**config.mk**
```make
export PLATFORM = sky130hd
export DESIGN_NAME = reset_wakeup_supervisor
export DESIGN_NICKNAME = d
export VERILOG_FILES = /design/src/pkg/rws_pkg.sv /design/src/hw/reset_wakeup_supervisor.sv
export SDC_FILE = /design/constraint.sdc
export NUM_CORES = 1
export LEC_CHECK = 0
export ABC_AREA = 1
export BUFFER_PORTS_ARGS = -buffer_cell sky130_fd_sc_hd__buf_2
export CAP_MARGIN = 20
export CORE_MARGIN = 8
export CORE_UTILIZATION = 58
export DETAILED_ROUTE_END_ITERATION = 10
export PLACE_DENSITY = 0.89
export SLEW_MARGIN = 20
export SYNTH_ARGS = -nofsm -noshare
export SYNTH_HDL_FRONTEND = slang
export SYNTH_SLANG_ARGS = --single-unit
```
**constraint.sdc**
```tcl
create_clock -name clk -period 6.8 [get_ports clk]
set_input_delay 1.36 -clock clk [delete_from_list [all_inputs] [get_ports clk]]
set_output_delay 1.36 -clock clk [all_outputs]
set_load 0.02 [all_outputs]
```
**src/pkg/rws_pkg.sv**
```systemverilog
// Operation
// - An enabled wakeup event returns the global power mode to active.
// - Wake interrupts: peripherals, power supervisor, periodic timewheel and pin interrupts.
// - Reset wake sources: external reset pin, watchdog and precise voltage monitor.
// - Boost switching clock selects one of four rates.
// - The lowest boost rate takes its clock from the watch crystal.
// - Boost has an active regulating mode and a low-power standby mode.
// - Crystal pulse mode fires a pulse on each crystal edge while output is low.
// - In hibernate only active boost mode; sleep allows either.
// - A supply leaving its range resets; monitors may interrupt beforehand.
// - Device reset clears processor, peripherals and their registers.
// - Status register keeps the last reset or monitor cause; power-on clears it.
// - Initial power-on reset pulse is at least the minimum width.
// - Stable digital supply hands over to precise monitor; oscillator starts after release.
// - Precise monitor acts as power-on reset; digital part cannot be disabled.
// - Precise monitor is off in sleep and hibernate except during buzz; the code turns it on for buzz in sleep only, never in hibernate.
// - Low-voltage monitors have stepped programmable trip levels; high monitor is fixed.
// - Each low-voltage monitor can cause a reset instead of an interrupt.
// - Monitors wait for power-on end; buzz interrupts are seen after wakeup.
// - External reset held low keeps the device in reset, in every mode.
// - Setting the software reset bit resets the device unless disabled.
// - A watchdog not restarted within its timeout resets the device.
// - Power-on disables the watchdog; its enable is sticky until power-on.
// - Every wakeup event re-enables the processor.
package rws_pkg;

	// Register port widths.
	localparam int ADDR_W = 4;
	localparam int DATA_W = 8;

	// Register offsets.
	localparam logic [ADDR_W-1:0] OFS_CTRL      = 4'h0;
	localparam logic [ADDR_W-1:0] OFS_WDOG_TIME = 4'h1;
	localparam logic [ADDR_W-1:0] OFS_CAUSE     = 4'h2;
	localparam logic [ADDR_W-1:0] OFS_BOOST     = 4'h3;
	localparam logic [ADDR_W-1:0] OFS_MODE      = 4'h4;
	localparam logic [ADDR_W-1:0] OFS_WAKE_EN   = 4'h5;
	localparam logic [ADDR_W-1:0] OFS_LVL       = 4'h6;

	// Control register bits.
	localparam int CTRL_SW_RESET  = 0;
	localparam int CTRL_SW_DIS    = 1;
	localparam int CTRL_WDOG_EN   = 2;
	localparam int CTRL_WDOG_KICK = 3;
	localparam int CTRL_ALV_RST   = 4;
	localparam int CTRL_DLV_RST   = 5;
	localparam int CTRL_CPU_OFF   = 6;

	// Cause register bits.
	localparam int CAUSE_PRECISE = 1;
	localparam int CAUSE_EXT     = 2;
	localparam int CAUSE_WDOG    = 3;
	localparam int CAUSE_SW      = 4;
	localparam int CAUSE_ALV     = 5;
	localparam int CAUSE_DLV     = 6;
	localparam int CAUSE_AHV     = 7;

	// Field positions.
	localparam int BOOST_STBY = 2;
	localparam int LVL_DLV_LSB = 4;
	localparam int WAKE_SUPERVISOR = 1;

	// Reset values.
	localparam logic [7:0] WDOG_TIME_RST = 8'hff;
	localparam logic [3:0] WAKE_EN_RST   = 4'hf;
	localparam logic [3:0] LVL_RST       = 4'h0;

	// Timing.
	localparam int CLK_PERIOD_NS = 8;
	localparam int MIN_RESET_NS  = 100;
	localparam int MIN_RESET_CYC = (MIN_RESET_NS + CLK_PERIOD_NS - 1) / CLK_PERIOD_NS;
	localparam int RST_CNT_W     = 4;
	localparam int WDOG_TICK_CYC = 256;

	typedef enum logic [1:0] {
		PM_ACTIVE    = 2'b00,
		PM_ALT       = 2'b01,
		PM_SLEEP     = 2'b10,
		PM_HIBERNATE = 2'b11
	} pmode_t;

	typedef enum logic [1:0] {
		BF_100K = 2'b00,
		BF_400K = 2'b01,
		BF_2M   = 2'b10,
		BF_32K  = 2'b11
	} boost_freq_t;

	// Asynchronous inputs from the analog monitors and pins.
	typedef struct packed {
		logic       initial_power_on_reset;
		logic       precise_voltage_reset_dig;
		logic       precise_voltage_reset_ana;
		logic       analog_reg_en;
		logic       vddd_stable;
		logic       analog_low_volt_irq;
		logic       digital_low_volt_irq;
		logic       analog_high_volt_irq;
		logic       external_reset_n;
		logic       buzz;
		logic       xtal_clk;
		logic       boost_below;
		logic [3:0] wake_irq;
	} pins_t;

	// Register port request, same clock domain.
	typedef struct packed {
		logic [ADDR_W-1:0] addr;
		logic [DATA_W-1:0] wdata;
		logic              we;
		logic              re;
	} bus_req_t;

	// Whole state of the supervisor.
	typedef struct packed {
		pins_t                s1;
		pins_t                s2;
		logic                 xtal_prev;
		logic                 initial_power_on_reset_done;
		logic                 mon_en;
		logic [RST_CNT_W-1:0] rst_cnt;
		logic                 dev_rst;
		logic                 osc_en;
		pmode_t               mode;
		logic                 cpu_en;
		logic                 sw_dis;
		logic                 sw_req;
		logic                 wdog_en;
		logic [7:0]           wdog_time;
		logic [7:0]           wdog_tick;
		logic [7:0]           wdog_cnt;
		logic                 alv_rst_sel;
		logic                 dlv_rst_sel;
		logic [3:0]           alv_lvl;
		logic [3:0]           dlv_lvl;
		logic [7:0]           cause;
		boost_freq_t          bfreq;
		logic                 bstby;
		logic                 bstby_out;
		logic                 bpulse;
		logic [3:0]           wake_en;
		logic [2:0]           mon_pend;
		logic [2:0]           mon_irq;
		logic [DATA_W-1:0]    rdata;
	} st_t;

endpackage : rws_pkg

```
**src/hw/reset_wakeup_supervisor.sv**
```systemverilog
// The address map and the strobed register port were left to the implementer.
`timescale 1ns/1ps
`default_nettype none
module reset_wakeup_supervisor
	import rws_pkg::*;
(
	// Clock and reset.
	input  wire logic              clk,
	input  wire logic              rst,
	// Register port.
	input  wire bus_req_t          bus,
	output logic [DATA_W-1:0]      rdata,
	// Monitors and pins.
	input  wire pins_t             pins,
	// Reset and power control.
	output logic                   device_reset,
	output logic                   cpu_enable,
	output logic [1:0]             power_mode,
	output logic                   main_internal_oscillator_en,
	output logic [2:0]             monitor_irq,
	output logic [3:0]             alv_trip_level,
	output logic [3:0]             dlv_trip_level,
	// Boost converter.
	output logic [1:0]             boost_freq,
	output logic                   boost_xtal_select,
	output logic                   boost_standby,
	output logic                   boost_pulse
);

	st_t st_q;
	st_t st_d;

	logic       initial_power_on_reset_act;
	logic       run_mode;
	logic       mon_on;
	logic       precise_voltage_reset_trip;
	logic [2:0] mon_trip;
	logic       alv_rst;
	logic       dlv_rst;
	logic       external_reset_n_act;
	logic       wdog_fire;
	logic       src_any;
	logic [3:0] wake_vec;
	logic       wake;
	logic       xtal_edge;
	logic       ctrl_wr;
	logic [7:0] events;

	// Source decode from the synchronised pins; only the second stage is read.
	always_comb
	begin
		initial_power_on_reset_act  = st_q.s2.initial_power_on_reset && !st_q.initial_power_on_reset_done;
		run_mode  = (st_q.mode == PM_ACTIVE) || (st_q.mode == PM_ALT);
		mon_on    = run_mode || ((st_q.mode == PM_SLEEP) && st_q.s2.buzz);
		precise_voltage_reset_trip = mon_on && (st_q.s2.precise_voltage_reset_dig
			|| (st_q.s2.precise_voltage_reset_ana && st_q.s2.analog_reg_en));
		mon_trip  = {st_q.s2.analog_high_volt_irq, st_q.s2.digital_low_volt_irq,
			st_q.s2.analog_low_volt_irq} & {3{st_q.mon_en && mon_on}};
		alv_rst   = mon_trip[0] && st_q.alv_rst_sel;
		dlv_rst   = mon_trip[1] && st_q.dlv_rst_sel;
		external_reset_n_act  = !st_q.s2.external_reset_n;
		wdog_fire = st_q.wdog_en && (st_q.wdog_cnt == st_q.wdog_time);
		src_any   = initial_power_on_reset_act || precise_voltage_reset_trip || external_reset_n_act || wdog_fire || st_q.sw_req
			|| alv_rst || dlv_rst;
		wake_vec  = st_q.s2.wake_irq;
		wake_vec[WAKE_SUPERVISOR] = st_q.s2.wake_irq[WAKE_SUPERVISOR] | (|st_q.mon_pend);
		wake      = (|(wake_vec & st_q.wake_en)) || src_any;
		xtal_edge = st_q.s2.xtal_clk ^ st_q.xtal_prev;
		ctrl_wr   = bus.we && (bus.addr == OFS_CTRL) && !st_q.dev_rst;
		events    = '0;
		events[CAUSE_PRECISE] = precise_voltage_reset_trip;
		events[CAUSE_EXT]     = external_reset_n_act;
		events[CAUSE_WDOG]    = wdog_fire;
		events[CAUSE_SW]      = st_q.sw_req;
		events[CAUSE_ALV]     = mon_trip[0];
		events[CAUSE_DLV]     = mon_trip[1];
		events[CAUSE_AHV]     = mon_trip[2];
	end

	// Next-state logic for the whole block.
	always_comb
	begin
		st_d = st_q;
		st_d.s1 = pins;
		st_d.s2 = st_q.s1;
		st_d.xtal_prev = st_q.s2.xtal_clk;
		st_d.sw_req = 1'b0;

		// Hand over once supply stable.
		// A collapsed supply re-arms the initial monitor for the next power-on.
		if (!st_q.s2.vddd_stable)
			st_d.initial_power_on_reset_done = 1'b0;
		else if (!st_q.s2.initial_power_on_reset)
			st_d.initial_power_on_reset_done = 1'b1;
		st_d.mon_en = st_q.initial_power_on_reset_done;
		st_d.osc_en = st_q.initial_power_on_reset_done && !st_q.s2.precise_voltage_reset_dig;

		if (src_any)
		begin
			st_d.dev_rst = 1'b1;
			st_d.rst_cnt = '0;
		end
		else if (st_q.dev_rst)
		begin
			if (st_q.rst_cnt == RST_CNT_W'(MIN_RESET_CYC - 1))
				st_d.dev_rst = 1'b0;
			else
				st_d.rst_cnt = st_q.rst_cnt + 1'b1;
		end

		if (initial_power_on_reset_act)
			st_d.cause = '0;
		else if (|events)
			st_d.cause = events;

		if (initial_power_on_reset_act)
			st_d.wdog_en = 1'b0;

		if (!st_q.wdog_en || st_q.dev_rst || (ctrl_wr && bus.wdata[CTRL_WDOG_KICK]))
		begin
			st_d.wdog_tick = '0;
			st_d.wdog_cnt  = '0;
		end
		else if (st_q.wdog_tick == 8'(WDOG_TICK_CYC - 1))
		begin
			st_d.wdog_tick = '0;
			st_d.wdog_cnt  = st_q.wdog_cnt + 1'b1;
		end
		else
			st_d.wdog_tick = st_q.wdog_tick + 1'b1;

		// Pending monitor interrupts shown only after wakeup.
		st_d.mon_pend = (st_q.mon_pend & {3{!run_mode}})
			| (mon_trip & ~{1'b0, st_q.dlv_rst_sel, st_q.alv_rst_sel});
		st_d.mon_irq = st_q.mon_pend & {3{run_mode}};

		// Register writes; the processor is held off while reset stands.
		if (bus.we && !st_q.dev_rst)
		begin
			case (bus.addr)
				OFS_CTRL:
				begin
					st_d.sw_req = bus.wdata[CTRL_SW_RESET] && !st_q.sw_dis;
					st_d.sw_dis = bus.wdata[CTRL_SW_DIS];
					st_d.wdog_en = st_q.wdog_en | bus.wdata[CTRL_WDOG_EN];
					st_d.alv_rst_sel = bus.wdata[CTRL_ALV_RST];
					st_d.dlv_rst_sel = bus.wdata[CTRL_DLV_RST];
					if (bus.wdata[CTRL_CPU_OFF])
						st_d.cpu_en = 1'b0;
				end
				OFS_WDOG_TIME: st_d.wdog_time = bus.wdata;
				OFS_BOOST:
				begin
					st_d.bfreq = boost_freq_t'(bus.wdata[1:0]);
					st_d.bstby = bus.wdata[BOOST_STBY];
				end
				OFS_MODE:
				begin
					if (run_mode)
						st_d.mode = pmode_t'(bus.wdata[1:0]);
				end
				OFS_WAKE_EN: st_d.wake_en = bus.wdata[3:0];
				OFS_LVL:
				begin
					st_d.alv_lvl = bus.wdata[3:0];
					st_d.dlv_lvl = bus.wdata[LVL_DLV_LSB +: 4];
				end
				default: ;
			endcase
		end

		case (st_q.mode)
			PM_ACTIVE, PM_ALT, PM_SLEEP, PM_HIBERNATE:
			begin
				if (wake)
				begin
					st_d.mode = PM_ACTIVE;
					st_d.cpu_en = 1'b1;
				end
			end
			default: st_d.mode = PM_ACTIVE;
		endcase

		// Device reset clears the processor-side registers, except the watchdog enable, the cause register and the boost settings.
		if (st_q.dev_rst)
		begin
			st_d.sw_dis      = 1'b0;
			st_d.alv_rst_sel = 1'b0;
			st_d.dlv_rst_sel = 1'b0;
			st_d.wdog_time   = WDOG_TIME_RST;
			st_d.wake_en     = WAKE_EN_RST;
			st_d.alv_lvl     = LVL_RST;
			st_d.dlv_lvl     = LVL_RST;
			st_d.mode        = PM_ACTIVE;
			st_d.cpu_en      = 1'b1;
		end

		st_d.bstby_out = st_q.bstby && (st_q.mode != PM_HIBERNATE);
		st_d.bpulse = xtal_edge && (st_q.bfreq == BF_32K) && st_q.bstby_out
			&& st_q.s2.boost_below;

		// Read data stands only in the cycle after the read strobe.
		st_d.rdata = '0;
		if (bus.re)
		begin
			case (bus.addr)
				OFS_CTRL:
				begin
					st_d.rdata[CTRL_SW_DIS]  = st_q.sw_dis;
					st_d.rdata[CTRL_WDOG_EN] = st_q.wdog_en;
					st_d.rdata[CTRL_ALV_RST] = st_q.alv_rst_sel;
					st_d.rdata[CTRL_DLV_RST] = st_q.dlv_rst_sel;
					st_d.rdata[CTRL_CPU_OFF] = !st_q.cpu_en;
				end
				OFS_WDOG_TIME: st_d.rdata = st_q.wdog_time;
				OFS_CAUSE:     st_d.rdata = st_q.cause;
				OFS_BOOST:     st_d.rdata = {5'h00, st_q.bstby, st_q.bfreq};
				OFS_MODE:      st_d.rdata = {6'h00, st_q.mode};
				OFS_WAKE_EN:   st_d.rdata = {4'h0, st_q.wake_en};
				OFS_LVL:       st_d.rdata = {st_q.dlv_lvl, st_q.alv_lvl};
				default:       st_d.rdata = '0;
			endcase
		end
	end

	// State register; reset values are constants only.
	always_ff @(posedge clk or posedge rst)
	begin
		if (rst)
		begin
			st_q <= '0;
			st_q.s1.external_reset_n <= 1'b1;
			st_q.s2.external_reset_n <= 1'b1;
			st_q.dev_rst <= 1'b1;
			st_q.cpu_en <= 1'b1;
			st_q.wdog_time <= WDOG_TIME_RST;
			st_q.wake_en <= WAKE_EN_RST;
		end
		else
			st_q <= st_d;
	end

	// Outputs come straight from the state register; the crystal select is decoded from the boost rate.
	assign rdata                       = st_q.rdata;
	assign device_reset                = st_q.dev_rst;
	assign cpu_enable                  = st_q.cpu_en;
	assign power_mode                  = st_q.mode;
	assign main_internal_oscillator_en = st_q.osc_en;
	assign monitor_irq                 = st_q.mon_irq;
	assign alv_trip_level              = st_q.alv_lvl;
	assign dlv_trip_level              = st_q.dlv_lvl;
	assign boost_freq                  = st_q.bfreq;
	assign boost_xtal_select           = (st_q.bfreq == BF_32K);
	assign boost_standby               = st_q.bstby_out;
	assign boost_pulse                 = st_q.bpulse;
endmodule : reset_wakeup_supervisor
`default_nettype wire

```
* Word-level counts from Yosys, hierarchy flattened
Index checks and enable logic that the tools add are counted.
Word-level totals: bits in registers 112, output and inout port bits 29, word-level logic and storage cells 182, bits of input ports 32
Cells by class: bitwise gates (word level) 10, reductions and logical operators 60, mux-type cells 35, equal/unequal tests 21, add/subtract/negate cells 3
Operator list (number):
- $mux W8 | 8
- $mux W4 | 6
- $mux W10 | 2
- $ne A4 B4 Y1 const B | 5
- $logic_and A1 B1 Y1 | 18
- $add A8 B1 Y8 const B | 2
- $mux W16 | 1
- $reduce_bool A2 Y1 | 8
- $mux W14 | 1
- $pmux W2 S7 | 1
- $and A3 B3 Y3 | 4
- $eq A4 B3 Y1 const B | 3
- $logic_or A1 B1 Y1 | 12
- $pmux W3 S4 | 1
- $reduce_and A2 Y1 | 6
- $mux W5 | 2
- $eq A4 B2 Y1 const B | 2
- $eq A8 B8 Y1 | 1
- $eq A8 B8 Y1 const B | 1
- $logic_not A1 Y1 | 8
- $reduce_or A4 Y1 | 2
- $reduce_or A7 Y1 | 1
- $eq A2 B2 Y1 const B | 3
- $mux W2 | 3
- other kinds (19) | 28

* Longest topological paths before layout
word-level depth 14, depth in mapped cells 11, depth with buffers taken out 11

* Least setup slack after synthesis
Ideal clock, no wire load.
kind input to register, start input bus[12] (netlist bit), end register st_q[41] (netlist bit), required time 6.673 ns, buffers on the path 0, arrival time 2.209 ns, library setup time 0.127 ns, slack 4.464 ns, stages on the path 8, cell sequence nor2_4 nand2_4 nor2_4 inv_2 o21ai_4 inv_2 nand2_4 o21ai_0
On the way: longest elaborated chain between the ends 6, elaborated cells on any way between the ends 7, those cells by class 1 x mux; 6 x reduce/logical
Ends and longest elaborated chain:
- start: declaration | line reset_wakeup_supervisor.sv:11 | input wire bus_req_t bus,
- $logic_not A4 Y1 (*) | line reset_wakeup_supervisor.sv:69 | ctrl_wr = bus.we && (bus.addr == OFS_CTRL) && !st_q.dev_rst;
- $logic_and A1 B1 Y1 (*) (2 in a row) | line reset_wakeup_supervisor.sv:69
- $logic_and A1 B1 Y1 (*) | line reset_wakeup_supervisor.sv:119 | if (!st_q.wdog_en || st_q.dev_rst || (ctrl_wr && bus.wdata[CTRL_WDOG_KICK]))
- $logic_or A1 B1 Y1 (*) | line reset_wakeup_supervisor.sv:119
- $mux W16 / $reduce_bool A2 Y1 (equally long branches)
- end signal: assignment | line reset_wakeup_supervisor.sv:240 | st_q <= st_d;
- end: declaration | line reset_wakeup_supervisor.sv:30 | st_t st_q;
Every way passes the cells marked *; elsewhere a longest branch is shown, timed or not. A chain may end at the register's enable or synchronous reset.

* Final worst setup path
start register st_q, in the netlist device_reset, end output device_reset
RTL lines:
- end: declaration | line reset_wakeup_supervisor.sv:16 | output logic device_reset,
No word-level cell between the ends.

==> results_dict.tcl <==
set metrics [dict create \
    required_ns 5.44 \
    synth-edff-count 0 \
    cp-end-kind "output pin" \
    dpl.hpwl_mm 8.12 \
    crit_fanout 17 \
    peakVddDrop_mv 0.153 \
    die_w_um 107 \
    min_period_over_period 0.400 \
    worst_slack_ns 4.08 \
    initial_core_util 0.592 \
    synth_top_area_share 0.496 \
    setup_viol 0 \
    totalPowerFinal_w 0.00116 \
    report.final.slew_viol_count 0 \
    drtIter0Drc 257 \
    status "complete, no violations" \
    detail-route-antenna-nets 0 \
    period_needed_ns 2.72 \
    cts_hold_buf 0 \
    yosys-top-cells-area "dfrtp_1, dfstp_2, inv_1" \
    grt_setup_unrepaired "no" \
    drive_gt1_frac 0.226 \
    track_usage 0.200 \
    p_leak_nw 2.61 \
    cap_violations 0 \
    hp-class "reg2reg" \
    critical_path_class "reg2out" \
    synthesis.area_um2 4790 \
    fin_setup_tns_ns 0 \
    viasPerCell 5.51 \
    fmax_mhz 368 \
    crit_chain "buf_2" \
    path_delay_family "flip-flops" \
    drtPass1Iterations 5 \
    finalHoldViolations 0 \
    ys_types 37 \
    synth.avg_cell_area_um2 9.72 \
    post_cts_buffers 0 \
    critPathMaxStageDelay_ns 0.74 \
    grt.overflow.total 0 \
    ios 61 \
    vias 3575 \
    synth.largest_area_cell "dfrtp_1" \
    synthCells 493 \
    cts_tree "yes" \
    crit_path_start_kind "flip-flop" \
    multi_input_area_um2 1460 \
    clk-insertion-delay-late_ns 0.38 \
    async_reset_ff_frac 1.00 \
    seq_area_um2 2800 \
    num_antenna_cells 0 \
    clockBufferDepth 2 \
    skew_ns 0.00937 \
    route.detailed.drc 0 \
    area_growth_syn_to_layout_pct 9.72 \
    wl_mm 10.8 \
    relSlewSlack 0.422 \
    dp_cells 633 \
    worst_slew_pin_slew_ns 0.867 \
    n_fill_cell 657 \
    synth_most_common_cell "dfrtp_1" \
    path_clk_slew_ns 0.11 \
    fin_cells 649 \
    grt_pass1_wl_mm 18.1 \
    hold_slack_ns 0.359 \
    core_area_um2 8090 \
    die_y_um 107 \
    ys_ff_latch 111 \
    port_buffers 60 \
    die-area_um2 11400 \
    numCtsBuffers 9 \
    post_cts_resized 0 \
    post_drt_wl_per_cell_um 16.6 \
    yosysSeqAreaShare 0.584 \
    place_congestion 0.947 \
    grt_start_max_net_pins 71 \
    ys_top_cells_by_count "dfrtp_1, inv_1, nand2_1" \
    grt_pass1_vias 3712 \
    place_ws_ns 4.09 \
    crit_path_top_delay_cell "dfstp_2" \
    row_count 33 \
    antenna_found_initial 0 \
    yosysWarningCount 0 \
    ys.flop_type "dfrtp_1" \
    crit_arrival_ns 1.36 \
    critPathBufInv 1 \
    power.density_nw_per_um2 221 \
    cts-root-buf "clkbuf_8" \
    final_nets 575 \
    synth_fp_nets 529 \
    cts_sinks 111 \
    h-tree-depth 3 \
]
[cell families after synthesis]
family	share of synthesized area
simple gates	0.172
compound gates	0.110
flops	0.584
fa+ha+maj	0.0104
xor+xnor	0.0128
buf+inv	0.111
[final timing paths]
path / startpoint / endpoint / slack, ns / cells after the start
min: st_d[82]$_DFF_PP0_ / st_q[82]$_DFF_PP0_ / 0.36 / 0
min in group asynchronous: rst / st_q[91]$_DFF_PP0_ / 1.00 / 2
min reg2reg: st_d[82]$_DFF_PP0_ / st_q[82]$_DFF_PP0_ / 0.36 / 0
max: device_reset$_DFF_PP1_ / device_reset / 4.08 / 1
max in group asynchronous: rst / rdata[5]$_DFF_PP0_ / 4.56 / 3
max reg2reg: power_mode[1]$_DFFE_PP0P_ / st_q[25]$_DFFE_PP0P_ / 5.07 / 8
[layout make-up]
| class | count | area share |
|---|---|---|
| well taps | 105 | 0.0250 |
| clock buffers | 9 | 0.0236 |
| inverters | 91 | 0.0655 |
| repair buffers | 61 | 0.0586 |
| multi-input cells | 265 | 0.278 |
| flip-flops and latches | 111 | 0.532 |
| clock inverters | 7 | 0.0167 |
[power by group]
part | internal [W] | total [W] | switching (W) | leakage (nW)
combinational | 0.0000182 | 0.0000637 | 0.0000455 | 1.10
sequential | 0.000677 | 0.000685 | 0.00000730 | 1.41
clock | 0.000179 | 0.000415 | 0.000235 | 0.108
total | 0.000875 | 0.00116 | 0.000288 | 2.61
[worst reg2reg max path: cells and delay by family, from the launching register on]
kind,cells,cell delay [ns]
AOI/OAI and AO/OA,1,0.17
DFF,1,0.61
and+or+nand+nor,7,0.88
[state kept, by name (all words and copies together) (netlist names)]
signal	flops
main_internal_oscillator_en	1
alv_trip_level	4
st_q	64
monitor_irq	3
dlv_trip_level	4
rdata	8
boost_pulse	1
cpu_enable	1
power_mode	2
boost_freq	2
events	1
device_reset	1
boost_standby	1
st_d	18
[metal layers]
| metal | up-vias | wire length (um) | track usage |
|---|---|---|---|
| met5 | - | 0 | 0 |
| met4 | 0 | 303 | 0.0985 |
| met3 | 25 | 803 | 0.0414 |
| met2 | 140 | 5280 | 0.330 |
| met1 | 1739 | 4400 | 0.244 |
| li1 | 1671 | - | - |
[placed cells by master (no fill, tap or decap), types with 15 or more instances in the layout]
master / instances
inv_1: 85
dfrtp_1: 95
a21oi_1: 15
o21ai_0: 22
nand3_1: 15
buf_2: 60
o22ai_1: 24
nand2_1: 66
nor2_1: 44
dfstp_2: 16
[metrics by stage]
stage / util / area [um^2]
2_1_floorplan: - / 4790
3_3_place_gp: 0.623 / 5040
3_5_place_dp: 0.623 / 5040
4_1_cts: 0.649 / 5260
5_1_grt: 0.649 / 5260
6_report: 0.649 / 5260
Power figures use the tool's default switching activity.
